==> config.mk <==
export PLATFORM = sky130hd
export DESIGN_NAME = dram_mode_register_latency_refresh_odt
export DESIGN_NICKNAME = d
export VERILOG_FILES = /design/src/dram_mode_register_latency_refresh_odt.v
export VERILOG_INCLUDE_DIRS = /design/src
export SDC_FILE = /design/constraint.sdc
export NUM_CORES = 1
export LEC_CHECK = 0
export BUFFER_PORTS_ARGS = -buffer_cell sky130_fd_sc_hd__buf_4
export CAP_MARGIN = 20
export CORE_MARGIN = 2
export CORE_UTILIZATION = 25
export DETAILED_ROUTE_END_ITERATION = 6
export PLACE_DENSITY = 0.48
export SYNTH_ARGS = -nofsm -noshare
export SYNTH_HDL_FRONTEND = slang
export SYNTH_SLANG_ARGS = --single-unit
==> constraint.sdc <==
create_clock -name i_mclk -period 7.6 [get_ports i_mclk]
set_clock_uncertainty 0.05 [all_clocks]
set_input_delay 1.52 -clock i_mclk [delete_from_list [all_inputs] [get_ports i_mclk]]
set_output_delay 1.52 -clock i_mclk [all_outputs]
set_load 0.05 [all_outputs]
==> src/dram_mode_regs.vh <==
// Constants for the mode-register decode and latency block.
// Assumes inclusion by the single design file only.
`ifndef DRAM_MODE_REGS_VH
`define DRAM_MODE_REGS_VH

// Register byte offsets on the control bus
`define OFS_CTRL 12'h000
`define OFS_FIRST_MODE 12'h004
`define OFS_SECOND_MODE 12'h008
`define OFS_THIRD_MODE 12'h00c
`define OFS_STATUS 12'h010

// Control register fields and reset values
`define CTRL_CAS_LSB 0
`define CTRL_CAS_MSB 4
`define CTRL_SELF_REFRESH_BIT 8
`define CTRL_CAS_RESET 5'h06

// Mode register select on bank address
`define BANK_FIRST_MODE 3'h1
`define BANK_SECOND_MODE 3'h2
`define BANK_THIRD_MODE 3'h3

// First mode register fields
`define FIRST_ADD_LAT_LSB 3
`define FIRST_ADD_LAT_MSB 4
`define FIRST_WRITE_LEVEL_BIT 7
`define FIRST_NOM_TERM_B0 2
`define FIRST_NOM_TERM_B1 6
`define FIRST_NOM_TERM_B2 9
`define ADD_LAT_ZERO 2'h0
`define ADD_LAT_CAS_LESS_ONE 2'h1
`define ADD_LAT_CAS_LESS_TWO 2'h2

// Second mode register fields
`define SECOND_WR_CAS_LSB 3
`define SECOND_WR_CAS_MSB 5
`define SECOND_AUTO_SR_BIT 6
`define SECOND_EXT_TEMP_BIT 7
`define SECOND_WR_TERM_LSB 9
`define SECOND_WR_TERM_MSB 10
`define WR_CAS_BASE 6'h05

// Third mode register fields
`define THIRD_PATTERN_SEL_LSB 0
`define THIRD_PATTERN_SEL_MSB 1
`define THIRD_PATTERN_EN_BIT 2
`define PATTERN_SEL_CAL 2'h0
`define CAL_PATTERN 8'haa

// Timing count and mode-register reset value
`define WRITE_BURST_CLKS 3'h4
`define MODE_RESET 18'h00000

// Bus responses
`define RESP_OKAY 2'h0
`define RESP_SLVERR 2'h2

`endif

==> src/dram_mode_register_latency_refresh_odt.v <==
// Mode-register decode, posted latency timing, self-refresh rate and
// dynamic termination control of a DDR3 memory device.
// Assumes commands arrive already decoded on i_mclk; a temperature
// flag arrives from an asynchronous sensor pin.
`timescale 1ns/1ps
`default_nettype none
`include "dram_mode_regs.vh"

// Contract
// - First register bits 4:3 pick additive latency zero, read latency less one or two.
// - Accepted read or write waits additive latency before internal release.
// - Read data appear after additive latency plus read CAS latency.
// - Write data expected after additive latency plus write CAS latency.
// - Second and third registers keep contents until reprogrammed; array untouched.
// - Write CAS latency comes from second register bits 5:3.
// - Auto self refresh doubles refresh rate when case runs hot.
// - Neither auto nor extended mode: self refresh at single rate.
// - Extended-temperature bit forces double self-refresh rate always.
// - Auto mode may switch to double rate early, never losing data.
// - Nonzero second-register bits 10:9 enable dynamic write termination.
// - Write termination applies during write burst, nominal restored after.
// - Nominal and write termination independent; nominal off means high impedance.
// - Write termination only during writes, never while write leveling.
// - Pattern-select bits ignored while pattern access is off.
// - Third register bit 2 redirects reads to calibration pattern 10101010; code outputs it only with select bits 1:0 at 00, else 00000000.
module dram_mode_register_latency_refresh_odt #(
  parameter PIPE_DEPTH = 64,
  parameter REFRESH_INTERVAL = 390
)(
  input wire i_mclk,
  input wire i_reset_n,
  input wire i_cmd_valid,
  input wire i_cmd_mode_set,
  input wire i_cmd_read,
  input wire i_cmd_write,
  input wire [2:0] i_bank,
  input wire [17:0] i_addr,
  input wire i_temp_hot,
  input wire [11:0] i_awaddr,
  input wire i_awvalid,
  output reg o_awready,
  input wire [31:0] i_wdata,
  input wire [3:0] i_wstrb,
  input wire i_wvalid,
  output reg o_wready,
  output reg [1:0] o_bresp,
  output reg o_bvalid,
  input wire i_bready,
  input wire [11:0] i_araddr,
  input wire i_arvalid,
  output reg o_arready,
  output reg [31:0] o_rdata,
  output reg [1:0] o_rresp,
  output reg o_rvalid,
  input wire i_rready,
  output reg o_read_release,
  output reg o_write_release,
  output reg o_read_data_valid,
  output reg o_read_from_pattern,
  output reg o_write_data_latch,
  output reg [7:0] o_pattern_data,
  output reg o_write_term_active,
  output reg [1:0] o_write_term_code,
  output reg [2:0] o_nominal_term_code,
  output reg o_refresh_2x,
  output reg o_refresh_pulse
);

  reg [17:0] first_mode_reg;
  reg [17:0] second_mode_reg;
  reg [17:0] third_mode_reg;
  reg [4:0] cas_reg;
  reg self_refresh_reg;
  reg [PIPE_DEPTH-1:0] rd_pipe_reg;
  reg [PIPE_DEPTH-1:0] wr_pipe_reg;
  reg [2:0] burst_cnt_reg;
  reg [2:0] temp_sync_reg;
  reg hot_reg;
  reg [15:0] refresh_cnt_reg;
  reg aw_have_reg;
  reg w_have_reg;
  reg [11:0] aw_addr_reg;
  reg [31:0] w_data_reg;
  reg [3:0] w_strb_reg;

  wire mode_cmd = i_cmd_valid & i_cmd_mode_set;
  wire rd_cmd = i_cmd_valid & i_cmd_read & ~i_cmd_mode_set;
  wire wr_cmd = i_cmd_valid & i_cmd_write & ~i_cmd_mode_set;

  // Latency decode
  reg [5:0] additive_latency;
  wire [5:0] read_cas_latency = {1'b0, cas_reg};
  wire [5:0] write_cas_latency;
  wire [5:0] total_read_latency;
  wire [5:0] total_write_latency;

  always @*
  begin
    case (first_mode_reg[`FIRST_ADD_LAT_MSB:`FIRST_ADD_LAT_LSB])
      `ADD_LAT_ZERO: additive_latency = 6'h00;
      `ADD_LAT_CAS_LESS_ONE: additive_latency = read_cas_latency - 6'h01;
      `ADD_LAT_CAS_LESS_TWO: additive_latency = read_cas_latency - 6'h02;
      default: additive_latency = 6'h00;
    endcase
  end

  // Write CAS latency field counts up from the lowest supported value
  assign write_cas_latency = `WR_CAS_BASE +
    {3'h0, second_mode_reg[`SECOND_WR_CAS_MSB:`SECOND_WR_CAS_LSB]};
  assign total_read_latency = additive_latency + read_cas_latency;
  assign total_write_latency = additive_latency + write_cas_latency;

  // Tap k: event k cycles after the command, zero meaning the command cycle
  function tap;
    input [PIPE_DEPTH-1:0] pipe;
    input now;
    input [5:0] k;
    begin
      if (k == 6'h00)
        tap = now;
      else
        tap = pipe[k - 6'h01];
    end
  endfunction

  wire auto_self_refresh = second_mode_reg[`SECOND_AUTO_SR_BIT];
  wire self_refresh_extended_temp = second_mode_reg[`SECOND_EXT_TEMP_BIT];
  wire [1:0] write_termination = second_mode_reg[`SECOND_WR_TERM_MSB:`SECOND_WR_TERM_LSB];
  wire write_leveling = first_mode_reg[`FIRST_WRITE_LEVEL_BIT];
  wire pattern_enable = third_mode_reg[`THIRD_PATTERN_EN_BIT];
  wire [1:0] pattern_sel = third_mode_reg[`THIRD_PATTERN_SEL_MSB:`THIRD_PATTERN_SEL_LSB];
  wire write_data_start = tap(wr_pipe_reg, wr_cmd, total_write_latency);
  // Sensor trips early in auto mode, so switching below threshold is safe
  wire rate_2x = self_refresh_extended_temp | (auto_self_refresh & hot_reg);
  wire [15:0] refresh_period = rate_2x ? REFRESH_INTERVAL[16:1] : REFRESH_INTERVAL[15:0];

  // Mode registers, cleared only by reset
  always @(posedge i_mclk)
  begin
    if (!i_reset_n)
    begin
      first_mode_reg <= `MODE_RESET;
      second_mode_reg <= `MODE_RESET;
      third_mode_reg <= `MODE_RESET;
    end
    else if (mode_cmd)
    begin
      case (i_bank)
        `BANK_FIRST_MODE: first_mode_reg <= i_addr;
        `BANK_SECOND_MODE: second_mode_reg <= i_addr;
        `BANK_THIRD_MODE: third_mode_reg <= i_addr;
        default: first_mode_reg <= first_mode_reg;
      endcase
    end
  end

  // Command delay lines
  always @(posedge i_mclk)
  begin
    if (!i_reset_n)
    begin
      rd_pipe_reg <= {PIPE_DEPTH{1'b0}};
      wr_pipe_reg <= {PIPE_DEPTH{1'b0}};
      o_read_release <= 1'b0;
      o_write_release <= 1'b0;
      o_read_data_valid <= 1'b0;
      o_read_from_pattern <= 1'b0;
      o_write_data_latch <= 1'b0;
      o_pattern_data <= 8'h00;
    end
    else
    begin
      rd_pipe_reg <= {rd_pipe_reg[PIPE_DEPTH-2:0], rd_cmd};
      wr_pipe_reg <= {wr_pipe_reg[PIPE_DEPTH-2:0], wr_cmd};
      o_read_release <= tap(rd_pipe_reg, rd_cmd, additive_latency);
      o_write_release <= tap(wr_pipe_reg, wr_cmd, additive_latency);
      o_read_data_valid <= tap(rd_pipe_reg, rd_cmd, total_read_latency);
      o_read_from_pattern <= pattern_enable &
        tap(rd_pipe_reg, rd_cmd, total_read_latency);
      o_write_data_latch <= write_data_start;
      // Select bits only matter with pattern access on
      if (pattern_enable && pattern_sel == `PATTERN_SEL_CAL)
        o_pattern_data <= `CAL_PATTERN;
      else
        o_pattern_data <= 8'h00;
    end
  end

  // Termination control
  always @(posedge i_mclk)
  begin
    if (!i_reset_n)
    begin
      burst_cnt_reg <= 3'h0;
      o_write_term_active <= 1'b0;
      o_write_term_code <= 2'h0;
      o_nominal_term_code <= 3'h0;
    end
    else
    begin
      if (write_data_start)
        burst_cnt_reg <= `WRITE_BURST_CLKS;
      else if (burst_cnt_reg != 3'h0)
        burst_cnt_reg <= burst_cnt_reg - 3'h1;
      o_write_term_active <= (write_termination != 2'h0) & ~write_leveling &
        (write_data_start | (burst_cnt_reg > 3'h1));
      o_write_term_code <= write_termination;
      // Code zero means nominal termination off, pins left high impedance
      o_nominal_term_code <= {first_mode_reg[`FIRST_NOM_TERM_B2],
        first_mode_reg[`FIRST_NOM_TERM_B1], first_mode_reg[`FIRST_NOM_TERM_B0]};
    end
  end

  // Temperature flag: three stages, change taken once the last two agree
  always @(posedge i_mclk)
  begin
    if (!i_reset_n)
    begin
      temp_sync_reg <= 3'h0;
      hot_reg <= 1'b0;
    end
    else
    begin
      temp_sync_reg <= {temp_sync_reg[1:0], i_temp_hot};
      if (temp_sync_reg[1] == temp_sync_reg[2])
        hot_reg <= temp_sync_reg[2];
    end
  end

  // Self-refresh pacing; period halves at the doubled rate
  always @(posedge i_mclk)
  begin
    if (!i_reset_n)
    begin
      refresh_cnt_reg <= 16'h0000;
      o_refresh_pulse <= 1'b0;
      o_refresh_2x <= 1'b0;
    end
    else
    begin
      o_refresh_2x <= rate_2x;
      if (!self_refresh_reg)
      begin
        refresh_cnt_reg <= 16'h0000;
        o_refresh_pulse <= 1'b0;
      end
      else if (refresh_cnt_reg + 16'h0001 >= refresh_period)
      begin
        refresh_cnt_reg <= 16'h0000;
        o_refresh_pulse <= 1'b1;
      end
      else
      begin
        refresh_cnt_reg <= refresh_cnt_reg + 16'h0001;
        o_refresh_pulse <= 1'b0;
      end
    end
  end

  // Control bus slave: address and data taken in either order
  wire aw_take = i_awvalid & o_awready;
  wire w_take = i_wvalid & o_wready;
  wire aw_now = aw_have_reg | aw_take;
  wire w_now = w_have_reg | w_take;
  wire [11:0] wr_addr = aw_have_reg ? aw_addr_reg : i_awaddr;
  wire [31:0] wr_data = w_have_reg ? w_data_reg : i_wdata;
  wire [3:0] wr_strb = w_have_reg ? w_strb_reg : i_wstrb;
  wire do_write = aw_now & w_now & ~o_bvalid;
  reg [31:0] rd_word;
  reg rd_hit;

  always @*
  begin
    rd_word = 32'h00000000;
    rd_hit = 1'b1;
    case (i_araddr)
      `OFS_CTRL: rd_word = {23'h0, self_refresh_reg, 3'h0, cas_reg};
      `OFS_FIRST_MODE: rd_word = {14'h0, first_mode_reg};
      `OFS_SECOND_MODE: rd_word = {14'h0, second_mode_reg};
      `OFS_THIRD_MODE: rd_word = {14'h0, third_mode_reg};
      `OFS_STATUS: rd_word = {8'h0, 2'h0, total_write_latency, 2'h0,
        total_read_latency, 5'h0, o_write_term_active, hot_reg, o_refresh_2x};
      default: rd_hit = 1'b0;
    endcase
  end

  always @(posedge i_mclk)
  begin
    if (!i_reset_n)
    begin
      o_awready <= 1'b1;
      o_wready <= 1'b1;
      o_bvalid <= 1'b0;
      o_bresp <= `RESP_OKAY;
      o_arready <= 1'b1;
      o_rvalid <= 1'b0;
      o_rdata <= 32'h00000000;
      o_rresp <= `RESP_OKAY;
      aw_have_reg <= 1'b0;
      w_have_reg <= 1'b0;
      aw_addr_reg <= 12'h000;
      w_data_reg <= 32'h00000000;
      w_strb_reg <= 4'h0;
      cas_reg <= `CTRL_CAS_RESET;
      self_refresh_reg <= 1'b0;
    end
    else
    begin
      if (aw_take)
      begin
        aw_addr_reg <= i_awaddr;
        o_awready <= 1'b0;
      end
      if (w_take)
      begin
        w_data_reg <= i_wdata;
        w_strb_reg <= i_wstrb;
        o_wready <= 1'b0;
      end
      aw_have_reg <= aw_now & ~do_write;
      w_have_reg <= w_now & ~do_write;
      if (do_write)
      begin
        o_bvalid <= 1'b1;
        o_bresp <= `RESP_OKAY;
        case (wr_addr)
          `OFS_CTRL:
          begin
            if (wr_strb[0])
              cas_reg <= wr_data[`CTRL_CAS_MSB:`CTRL_CAS_LSB];
            if (wr_strb[1])
              self_refresh_reg <= wr_data[`CTRL_SELF_REFRESH_BIT];
          end
          // Mode shadows and status are read-only; writes are accepted and dropped
          `OFS_FIRST_MODE, `OFS_SECOND_MODE, `OFS_THIRD_MODE, `OFS_STATUS:
            o_bresp <= `RESP_OKAY;
          default: o_bresp <= `RESP_SLVERR;
        endcase
      end
      else if (o_bvalid && i_bready)
      begin
        o_bvalid <= 1'b0;
        o_awready <= 1'b1;
        o_wready <= 1'b1;
      end
      if (i_arvalid && o_arready)
      begin
        o_arready <= 1'b0;
        o_rvalid <= 1'b1;
        o_rdata <= rd_word;
        o_rresp <= rd_hit ? `RESP_OKAY : `RESP_SLVERR;
      end
      else if (o_rvalid && i_rready)
      begin
        o_rvalid <= 1'b0;
        o_arready <= 1'b1;
      end
    end
  end

endmodule
`default_nettype wire

==> results <==
- The worst-case vdd ir drop is 0.142 mV.
- The area of the core region is 50200 um^2.
- The number of cells on the worst hold path is 2.
- The number of cells produced by synthesis is 1305.
- The aggregate global routing overflow is 0.
- After detailed placement, the total cell area comes to 14100 um^2.
- Cells fill 30.1% of the core in the end.
- The synthesized design contains 0 enable-type register cells.
- CTS built an H-tree with a depth of 1.
- The clock root buffer is sky130_fd_sc_hd__clkbuf_16.
- The count of buffers added on input and output ports is 110.
- Counting every sink on the clock net gives 276.
- The signal on the critical path passes through inv_1 > ha_1 > nand2b_1 > nand2_1 > nand2_1 > inv_1 > ha_1 > ha_1 > inv_1 > ha_1 > mux4_2 > nor2b_1 > a211oi_1 > a21oi_1 > mux2_2 > a221oi_1 > mux2i_1 > o31a_1.
- The worst relative slew slack is 22.7%.
- The clock tree from TritonCTS is done.
- For this run, design rule violations remaining after detail routing come to 0.
- The total of cells resized after clock tree synthesis is 0.
- The kind of launch point of the worst setup path is a flop.
- Across the run, the number of max-cap violations was 0.
- The effective utilization at floorplan is 25.4%.
- The row count is 82.
- The category of the worst setup path capture point is a flop.
- The worst path in the final design needs a cycle of 5.25 ns, including I/O delays and setup.
- The first global-routing pass estimated 55000 um of wire.
- Setup repair after global routing left no endpoint under its margin.
- The worst hold slack is 0.403 ns.
- The total count of hold-check failures in the final report is 0.
- Summing all flip-flop and latch instances after layout gives 5530 um^2.
- The setup check on the worst reg-to-reg path leaves a slack of 2.35 ns.
- The share of the synthesized area in the top cell type is 43.4%.
- The flow ran to the end, and the final reports show no timing, DRC or antenna violations.
- Setup violations remaining at the end of the flow were counted as 0.
- For this run, the number of Yosys warnings is 0.
- The sequential cell area fraction in the yosys report is 43.4%.
- The path with the worst hold slack has its endpoint at first_mode_reg[8].
- The post-DP HPWL is 23800 um.
- The ratio of cells with drive above 1 in the final layout is 19.1%.
- Before CTS, the worst setup slack after placement is 2.32 ns.
- The number of instances in the placed design is 2022.
- Of all nets on the critical path, the largest fanout is 16.
- The worst setup path category is flop to flop.
- At the end of routability-driven placement, the weighted congestion stood at 0.773.
- After clock tree synthesis, the clock-pin slew on the worst setup and hold paths is 0.06 ns.
- The endpoint of the worst-slack reg-to-reg timing path is o_write_term_active.
- The detailed router finished its first iteration with 583 violations.
- Entering global routing, the biggest net connects 99 pins.
- The detailed-routing iteration count for the pre-antenna-repair pass is 5.
- The number of hold-repair buffers added at the cts stage is 0.
- The layout overhead on the synthesized area is 18.5%.
- The register share of total power is 46.6%.
- Among all flip-flop cells after synthesis, the most frequent one is sky130_fd_sc_hd__dfxtp_1.
- The post-detailed-route via-to-cell ratio is 4.63.
- After layout, the design draws a total of 3.21 mW.
- The net switching fraction of the power is 23.4%.
- The worst path arrival time is 5.66 ns.
- The start point of the worst min-delay path is first_mode_reg[8].
- In this run the count of I/O pins placed on the die edge is 155.
- The highest attainable clock frequency is 190 MHz.
- The post-route non-filler standard cell count is 2075.
- In the post-synthesis netlist, the biggest area contributors are sky130_fd_sc_hd__dfxtp_1, sky130_fd_sc_hd__mux4_2, sky130_fd_sc_hd__and2_1.
- In the finished design, the share of the clock period the worst path needs comes to 69.1%.
- Buffers added to address setup during post-CTS repair amount to 0.
- Setup slack on the critical path of the routed design comes to 2.35 ns.
- The most frequent cell on the critical path is sky130_fd_sc_hd__ha_1.
- Global routing used 13.1% of the available tracks across all layers.
- The number of fill cells is 5195.
- In this run, distinct cell masters in the synthesized netlist total 72.
- The number of cells on the worst reg-to-reg path is 18.
- Power spread over the standard cell area amounts to 213 nW/um^2.
- In the final routed layout, each cell accounts on average for 16.8 um.
- The width of the chip is 230 um.
- The count of pins over their slew limit was 0.
- For the worst setup path, the data required time is 8.01 ns.
- The routed layout has 9603 vias.
- The switching power is 751 uW.
- The critical path contains buffers and inverters numbering 3 combined.
- The source-to-sink clock delay at the later pin of the worst-skew pair is 0.58 ns.
- After the last flow step, the layout net total stands at 1506.
- The power share of the clock group is 46.5%.
- The path class of the lowest-slack min-delay path is flop to flop.
- The floorplan step defined a die boundary enclosing 52700 um^2.
- The pin slew with the least headroom to its limit is 1.16 ns.
- The via count of the first global-routing pass is 9464.
- The worst-path cell with the longest stage delay is sky130_fd_sc_hd__ha_1.
- The worst flop-to-flop path startpoint is cas_reg[0].
- In the final layout, the multi-input gates occupy 6710 um^2.
- Among cell families on the critical path, the largest total delay comes from adder cells.
- A synthesized cell averages 9.76 um^2.
- The post-synthesis instance area is 12700 um^2.
- The die is 230 um tall.
- The static power due to leakage is 5.89 nW.
- Buffers inserted during clock tree synthesis total 30.
- The final design area excluding fillers is 15100 um^2.
- The relative contribution of combinational cells to total power is 6.9%.
- After synthesis the netlist holds a flip-flop and latch count of 276.
- The share of synthesized registers carrying an async set or reset is 0%.
- The diode insertion count for antenna repair is 0.
- The maximum count of clock buffers along a single path is 3.
- The number of nets still failing antenna checks after routing is 0.
- Summed over all failing endpoints, the final setup total negative slack is 0 ns.
- The internal cell power is 2.46 mW.
- The largest single stage delay on the critical path is 0.83 ns.
- The post-detailed-routing wire length is 35000 um.
- The most area-hungry cell type in the Yosys netlist is sky130_fd_sc_hd__dfxtp_1.
- The number of antenna violations at the first check in global routing came to 2.
synth_stat cells, types with 13 or more instances:
library cell               count
sky130_fd_sc_hd__a21oi_1     104
sky130_fd_sc_hd__a22oi_1      13
sky130_fd_sc_hd__and2_1      150
sky130_fd_sc_hd__buf_4        24
sky130_fd_sc_hd__clkbuf_1     62
sky130_fd_sc_hd__dfxtp_1     276
sky130_fd_sc_hd__ha_1         29
sky130_fd_sc_hd__inv_1        27
sky130_fd_sc_hd__mux2_2       26
sky130_fd_sc_hd__mux2i_1      51
sky130_fd_sc_hd__mux4_2       55
sky130_fd_sc_hd__nand2_1     186
sky130_fd_sc_hd__nand3_1      30
sky130_fd_sc_hd__nor2_1       56
sky130_fd_sc_hd__nor2b_1      13
sky130_fd_sc_hd__nor3_1       15
sky130_fd_sc_hd__o21ai_0      27
sky130_fd_sc_hd__xnor2_1      15
per-layer routing:
| layer | vias up | GRT usage [%] | part of all wire (%) |
|---|---|---|---|
| met4 | 2 | 3.25 | 1.6 |
| met1 | 4678 | 18.6 | 49 |
| met2 | 206 | 20.7 | 45 |
| met3 | 33 | 1.93 | 4.7 |
| li1 | 4684 | - | - |
| met5 | - | 0 | 0.037 |
power groups by stage:
stage | Clock, mW | Sequential (mW) | Combinational [mW]
floorplan | 0 | 1.54 | 0.142
global placement | 0 | 1.53 | 0.221
detailed placement | 0 | 1.53 | 0.225
CTS | 1.54 | 1.49 | 0.226
global route | 1.60 | 1.50 | 0.246
finish | 1.49 | 1.49 | 0.223
final cells by class:
| type | instances | share of cell area [%] |
|---|---|---|
| Tap cell | 672 | 5.57 |
| Clock inverter | 7 | 0.564 |
| Inverter | 28 | 0.705 |
| Multi-Input combinational cell | 928 | 44.5 |
| Timing Repair Buffer | 118 | 5.87 |
| Clock buffer | 46 | 6.18 |
| Sequential cell | 276 | 36.6 |
kinds of logic after synthesis:
kind of cell,after synthesis,share of synthesized area (%)
xor+xnor,28,2.36
simple gates,496,19.5
fa+ha+maj,31,3.16
other cells,1,0.0295
compound gates,218,10.9
flops,276,43.4
buf+inv,123,4.63
mux,132,16.0
how the worst max path moves through the flow:
stage	slack, ns	cells after the start	from	to
after detailed placement	2.32	18	cas_reg[0]	o_write_term_active
after CTS	2.29	18	cas_reg[0]	o_write_term_active
final	2.35	18	cas_reg[0]	o_write_term_active
after global placement	2.37	18	cas_reg[0]	o_write_term_active
after floorplan	2.92	21	first_mode_reg[3]	o_write_term_active
after global routing	1.94	18	cas_reg[0]	o_write_term_active
tightest hold or removal path: cells and delay by family (launching register included):
family / cells / cell delay [ns]
DFF: 1 / 0.31
AOI/OAI and AO/OA: 1 / 0.05
and+or+nand+nor: 1 / 0.05
cells in the final DEF (no fill, tap or decap), drive strengths merged, types with 7 or more instances in the layout:
master  Yosys  layout
dfxtp     276     276
nand2     188     188
and2      150     150
buf        33     118
a21oi     105     105
nor2       56      56
mux4       55      55
mux2i      51      51
clkbuf     62      46
nand3      31      31
ha         29      29
o21ai      27      27
inv        28      27
mux2       26      26
conb        1      23
nor3       16      16
xnor2      15      15
nor2b      13      13
a22oi      13      13
a211oi     12      12
xor2       11      11
nand2b     10      10
a222oi      8       8
a22o        7       7
a221oi      7       7
Power figures use the tool's default switching activity.
